<file path="config.mk">
export PLATFORM = sky130hd
export DESIGN_NAME = sipo_shifter
export DESIGN_NICKNAME = d
export VERILOG_FILES = /design/src/sipo_pkg.sv /design/src/sipo_shifter.sv
export SDC_FILE = /design/constraint.sdc
export NUM_CORES = 1
export LEC_CHECK = 0
export ABC_AREA = 1
export BUFFER_PORTS_ARGS = -buffer_cell sky130_fd_sc_hd__buf_2
export CAP_MARGIN = 10
export CORE_ASPECT_RATIO = 0.7
export CORE_UTILIZATION = 35
export CTS_CLUSTER_SIZE = 16
export DETAILED_ROUTE_END_ITERATION = 10
export GPL_TIMING_DRIVEN = 0
export SKIP_LAST_GASP = 1
export SYNTH_ARGS = -nofsm -noshare
export SYNTH_HDL_FRONTEND = slang
export SYNTH_SLANG_ARGS = --single-unit
</file>
<file path="constraint.sdc">
create_clock -name clock -period 1.5 [get_ports clock]
set_clock_uncertainty 0.05 [all_clocks]
set_input_delay 0.3 -clock clock [delete_from_list [all_inputs] [get_ports clock]]
set_output_delay 0.3 -clock clock [all_outputs]
set_load 0.02 [all_outputs]
</file>
<file path="src/sipo_pkg.sv">
// Package: constants and pin bundle for the serial-in parallel-out shifter
`default_nettype none
package sipo_pkg;
  localparam int unsigned STAGE_COUNT = 8;
  localparam logic [7:0]  STAGE_RESET = 8'h00;
  localparam int unsigned SYNC_DEPTH  = 2;

  // Pin levels from the controller, sampled together
  typedef struct packed {
    logic shift_clock;
    logic serial_a;
    logic serial_b;
    logic async_zeroing_input_n;
  } sipo_pins_s;

  localparam sipo_pins_s PINS_RESET = '{
    shift_clock:           1'b0,
    serial_a:              1'b0,
    serial_b:              1'b0,
    async_zeroing_input_n: 1'b0
  };
endpackage : sipo_pkg
`default_nettype wire

</file>
<file path="src/sipo_shifter.sv">
// Eight-stage serial-in parallel-out shifter with AND-gated input and inverted outputs
`timescale 1ns/1ps
`default_nettype none

// Contract
// - Eight stages chained, fed from two serial data inputs.
// - Serial bit is the AND of both data inputs.
// - Apart from clear, only a rising edge of the shift clock changes the stages.
// - On a rising edge, first stage takes serial bit, others take predecessor.
// - Value in the eighth stage is dropped on every shift.
// - Clear low forces every stage to zero regardless of clock and data.
// - While clear is low, all outputs are high and edges do nothing.
// - Each output is the inverse of its stage bit.
module sipo_shifter (
  // System clock and reset
  input  wire logic              clock,
  input  wire logic              resetn,
  // Controller pins
  input  wire sipo_pkg::sipo_pins_s pins,
  // Parallel outputs, inverted
  output logic [7:0]             parallel_output_n,
  output logic                   first_stage_output_n,
  output logic                   final_stage_output_n
);


  // Width of the pin bundle, so the synchroniser tracks the struct
  localparam int unsigned PIN_COUNT  = $bits(sipo_pkg::sipo_pins_s);
  localparam int unsigned LAST_SYNC  = sipo_pkg::SYNC_DEPTH - 1;
  localparam int unsigned LAST_STAGE = sipo_pkg::STAGE_COUNT - 1;

  // What the stage chain does at the next system edge
  typedef enum {
    SIPO_HOLD,
    SIPO_SHIFT,
    SIPO_CLEAR
  } sipo_action_e;

  // Next value of one stage for a given action
  function automatic logic sipo_stage_next(
    input sipo_action_e act,
    input logic         hold,
    input logic         feed,
    input logic         cleared
  );
    logic result;
    result = hold;
    case (act)
      SIPO_CLEAR: begin
        result = cleared;
      end
      SIPO_SHIFT: begin
        result = feed;
      end
      SIPO_HOLD: begin
        result = hold;
      end
      default: begin
        result = hold;
      end
    endcase
    return result;
  endfunction : sipo_stage_next

  // Rising edge between two successive synchronised samples
  function automatic logic sipo_rise(
    input logic now,
    input logic prev
  );
    return now & ~prev;
  endfunction : sipo_rise

  // Synchroniser chain, one entry per flop stage
  logic [PIN_COUNT-1:0]              pin_vector;
  logic [PIN_COUNT-1:0]              sync_chain [sipo_pkg::SYNC_DEPTH];
  sipo_pkg::sipo_pins_s              sync_pins;

  // Edge detection and decoded controls
  logic                              clock_prev;
  logic                              shift_edge;
  logic                              clear_active;
  logic                              serial_bit;
  sipo_action_e                      action;

  // Stage storage
  logic [sipo_pkg::STAGE_COUNT-1:0]  stages;
  wire logic [sipo_pkg::STAGE_COUNT-1:0] stage_input;
  wire logic [sipo_pkg::STAGE_COUNT-1:0] next_stages;

  assign pin_vector = pins;

  // Pins are asynchronous to the system clock; all fields share one delay so
  // data stays aligned with the clock edge it was set up for. Unequal delays
  // per field would let data skew past its own clock edge.
  always_ff @(posedge clock) begin
    if (!resetn) begin
      for (int d = 0; d < sipo_pkg::SYNC_DEPTH; d++) begin
        sync_chain[d] <= sipo_pkg::PINS_RESET;
      end
    end else begin
      sync_chain[0] <= pin_vector;
      for (int d = 1; d < sipo_pkg::SYNC_DEPTH; d++) begin
        sync_chain[d] <= sync_chain[d-1];
      end
    end
  end

  assign sync_pins = sipo_pkg::sipo_pins_s'(sync_chain[LAST_SYNC]);

  // Previous synchronised shift clock level for edge detection
  always_ff @(posedge clock) begin
    if (!resetn) begin
      clock_prev <= 1'b0;
    end else begin
      clock_prev <= sync_pins.shift_clock;
    end
  end

  assign shift_edge   = sipo_rise(sync_pins.shift_clock, clock_prev);
  assign serial_bit   = sync_pins.serial_a & sync_pins.serial_b;
  assign clear_active = ~sync_pins.async_zeroing_input_n;

  // Clear outranks a shift edge landing in the same cycle
  always_comb begin
    action = SIPO_HOLD;
    if (clear_active) begin
      action = SIPO_CLEAR;
    end else if (shift_edge) begin
      action = SIPO_SHIFT;
    end else begin
      action = SIPO_HOLD;
    end
  end

  // Chain wiring: stage zero takes the serial bit, every other stage its
  // predecessor. The last stage feeds nothing, so its bit is lost on a shift.
  generate
    for (genvar s = 0; s < sipo_pkg::STAGE_COUNT; s++) begin : g_stage
      if (s == 0) begin : g_head
        assign stage_input[s] = serial_bit;
      end else begin : g_link
        assign stage_input[s] = stages[s-1];
      end
      assign next_stages[s] = sipo_stage_next(action,
                                              stages[s],
                                              stage_input[s],
                                              sipo_pkg::STAGE_RESET[s]);
    end
  endgenerate

  // Clear reaches the stages three system cycles after the pin falls; it cannot be truly
  // immediate without reading an unsynchronised pin
  always_ff @(posedge clock) begin
    if (!resetn) begin
      stages <= sipo_pkg::STAGE_RESET;
    end else begin
      stages <= next_stages;
    end
  end

  // Outputs are inverted stage bits, so a cleared chain reads all high
  assign parallel_output_n    = ~stages;
  assign first_stage_output_n = parallel_output_n[0];
  assign final_stage_output_n = parallel_output_n[LAST_STAGE];

endmodule : sipo_shifter
`default_nettype wire

</file>
After elaboration in Yosys (flattened, before gate mapping) --
Memory sizes are Yosys's and may differ from the RTL's. Index checks and enable logic that the tools add are counted.
Storage, ports and cells: bits in registers 9, bits in writable memories 8, input bits 6, output and inout bits 10, word-level logic and storage cells 26, memories kept 1
Cells by class: equality and inequality tests 2, mux-type cells 14, bitwise logic cells 6, reduce and logical (&&, ||, !) cells 1
Memories:
- sync_chain | words 2, width 4, rd ports 2, clocked after memory_dff 0, wr ports 2, line sipo_shifter.sv:75 | logic [PIN_COUNT-1:0] sync_chain [sipo_pkg::SYNC_DEPTH];
Operators by type and width (number):
- equality test 32 x 1 -> 1 bit (second input constant) | 1
- equality test 32 x 2 -> 1 bit (second input constant) | 1
- case mux 1 bit (2 select lines) | 8
- two-way mux 4 bit | 2
- inverter 8 bit | 1
- two-way mux 1 bit | 3
- bitwise AND 1 bit | 2
- two-way mux 2 bit | 1
- bitwise OR 1 bit | 2
- nonzero test 2 bit | 1
- inverter 1 bit | 1

Logic depth before layout (Yosys ltp) --
depth in word-level cells 6, depth in mapped cells 5, gate-level depth less buffers 4

Least setup slack after synthesis --
No wires, ideal clock.
kind register -> output, start reg stages[0] (netlist name), end out parallel_output_n[0], data arrival time 629 ps, data required time 1150 ps, path slack 521 ps, cell stages (with the launch flop) 3, buffers on the path 1, cell sequence dfxtp_1 -> inv_1 -> buf_4
On the way: word-level cells in the longest chain between the ends 1
Ends and longest elaborated chain:
- start: declaration | line sipo_shifter.sv:86 | logic [sipo_pkg::STAGE_COUNT-1:0] stages;
- start signal: assignment | line sipo_shifter.sv:155 | stages <= sipo_pkg::STAGE_RESET;
- start signal: assignment | line sipo_shifter.sv:157 | stages <= next_stages;
- inverter 8 bit | line sipo_shifter.sv:162 | assign parallel_output_n = ~stages;
- end: declaration | line sipo_shifter.sv:21 | output logic [7:0] parallel_output_n,
Every way passes these cells.

Worst setup path in the final report --
Same ends and word-level chain as after synthesis.

==> impl_metrics.tcl <==
set metrics [dict create \
    outcome "complete, no violations" \
    post-dp-hpwl_um 808 \
    gp_congestion 0.740 \
    ir_drop_mv 0.548 \
    rows 12 \
    drv_cap 0 \
    die_h_um 38.9 \
    wl_per_cell_um 9.34 \
    startpoint_type "flip-flop" \
    cp.arrival_ns 0.98 \
    synth.net_count 86 \
    routed_wl_um 1110 \
    final_cell_mix "20 x inv_1, 17 x dfxtp_1, 15 x buf_2" \
    fin_util_pct 47.4 \
    drive_above_1_share_pct 27.6 \
    final.setup.tns_ns 0 \
    syn_inst 80 \
    track_usage_pct 13.7 \
    cts_resized 0 \
    postPlaceCellArea_um2 778 \
    grt_max_degree 11 \
    clock-sinks 17 \
    fmax_mhz 753 \
    clock_latency_ns 0.28 \
    grt_pass1_wl_um 1910 \
    final_area_um2 805 \
    tightest_slew_ns 0.274 \
    path_clk_slew_ns 0.09 \
    min_path_type "in2reg" \
    critPathKind "reg2out" \
    grt_pass1_vias 429 \
    layout_commonest_cell "inv_1" \
    powerDensity_nw_per_um2 928 \
    n_antenna_cell 0 \
    avgSynthCellArea_um2 8.52 \
    hold_viol 0 \
    setup_viol 0 \
    cts_setup_buffers 0 \
    period_needed_ns 1.33 \
    antenna_found_initial 0 \
    cts-root-buf "clkbuf_4" \
    die-area_um2 2130 \
    syn2layout_area_growth_pct 18.0 \
    cts_tree "yes" \
    port_buffers 14 \
    ys_ff_latch 17 \
    yosys_warnings 0 \
    finalPower_mw 0.746 \
    worst_hold_slack_ns 0.138 \
    die-width_um 54.8 \
    worstPathMaxFanout 3 \
    min_period_over_period_pct 88.5 \
    relSlewSlack_pct 81.7 \
    htreeDepth 1 \
    p_leak_nw 0.357 \
    clockBufferDepth 2 \
    vias 528 \
    ys_seq_area_share_pct 49.9 \
    viasPerCell 4.44 \
    ant_nets 0 \
    ctsHoldBuffers 0 \
    dr.first_iter.drc_count 4 \
    coreArea_um2 1700 \
    overflow 0 \
    cp.required_ns 1.15 \
    ios 16 \
    drc 0 \
    fin_nets 105 \
    syn_area_um2 682 \
    maxSlewViolCount 0 \
    endpoint_kind "output port" \
    synth_cell_types 15 \
    dr.pass1.iters 2 \
    cts_buffers 3 \
    rsz0062_at_grt "false" \
    initial_core_util_pct 40.2 \
]
cells by family after synthesis:
logic type      count (synthesis)  share of synthesized area, %
flops                          17                          49.9
buf+inv                        27                          20.7
simple gates                   28                          22.9
compound gates                  8                          6.42
cell usage after synthesis, drive strengths merged:
master | count | area share (%)
inv | 21 | 12
dfxtp | 17 | 50
nand2 | 11 | 7.2
nand3 | 9 | 6.6
a21oi | 8 | 6.4
nand4 | 7 | 8.6
buf | 6 | 9.2
nor2 | 1 | 0.55
worst max-delay path, cell delays in order (launching register included):
cell and delay, ns:
dfxtp_1 0.37, inv_1 0.06, buf_4 0.12, buf_2 0.14
per-layer routing:
metal	GRT usage, %	share of wire, %	vias up
met5	0	0	-
met3	7.06	6.1	2
met2	18.4	43	12
li1	-	-	281
met1	17.8	50	233
met4	5.77	1.1	0
final cells by class:
type | instances | area, um^2
clock buffers | 4 | 26.3
inverters | 21 | 78.8
plain buffers | 6 | 62.6
flip-flops and latches | 17 | 340
repair buffers | 14 | 70.1
fillers | 177 | 892
multi-input cells | 36 | 200
well taps | 21 | 26.3
worst paths after layout:
path | startpoint | endpoint | slack [ns] | cells past startpoint
max reg2reg | sync_chain[0][4] | stages[6] | 0.57 | 4
max | stages[0] | parallel_output_n[0] | 0.17 | 3
min | pins[1] | sync_chain[0][1] | 0.14 | 3
min reg2reg | sync_chain[0][3] | sync_chain[0][7] | 0.37 | 2
power breakdown:
| part | switching (mW) | internal (mW) |
|---|---|---|
| clock | 0.132 | 0.103 |
| sequential | 0.00301 | 0.462 |
| combinational | 0.0281 | 0.0180 |
| total | 0.163 | 0.583 |
flip-flops by register name (all words and copies together) (netlist names):
name / count
sync_chain: 8
stages: 8
clock_prev: 1
metrics by stage:
step           setup WS [ns]  instances
2_1_floorplan          0.521         80
3_3_place_gp           0.501        115
3_5_place_dp           0.488        115
4_1_cts                0.164        119
5_1_grt               0.0845        119
6_report               0.173        119
Power figures use the tool's default switching activity.
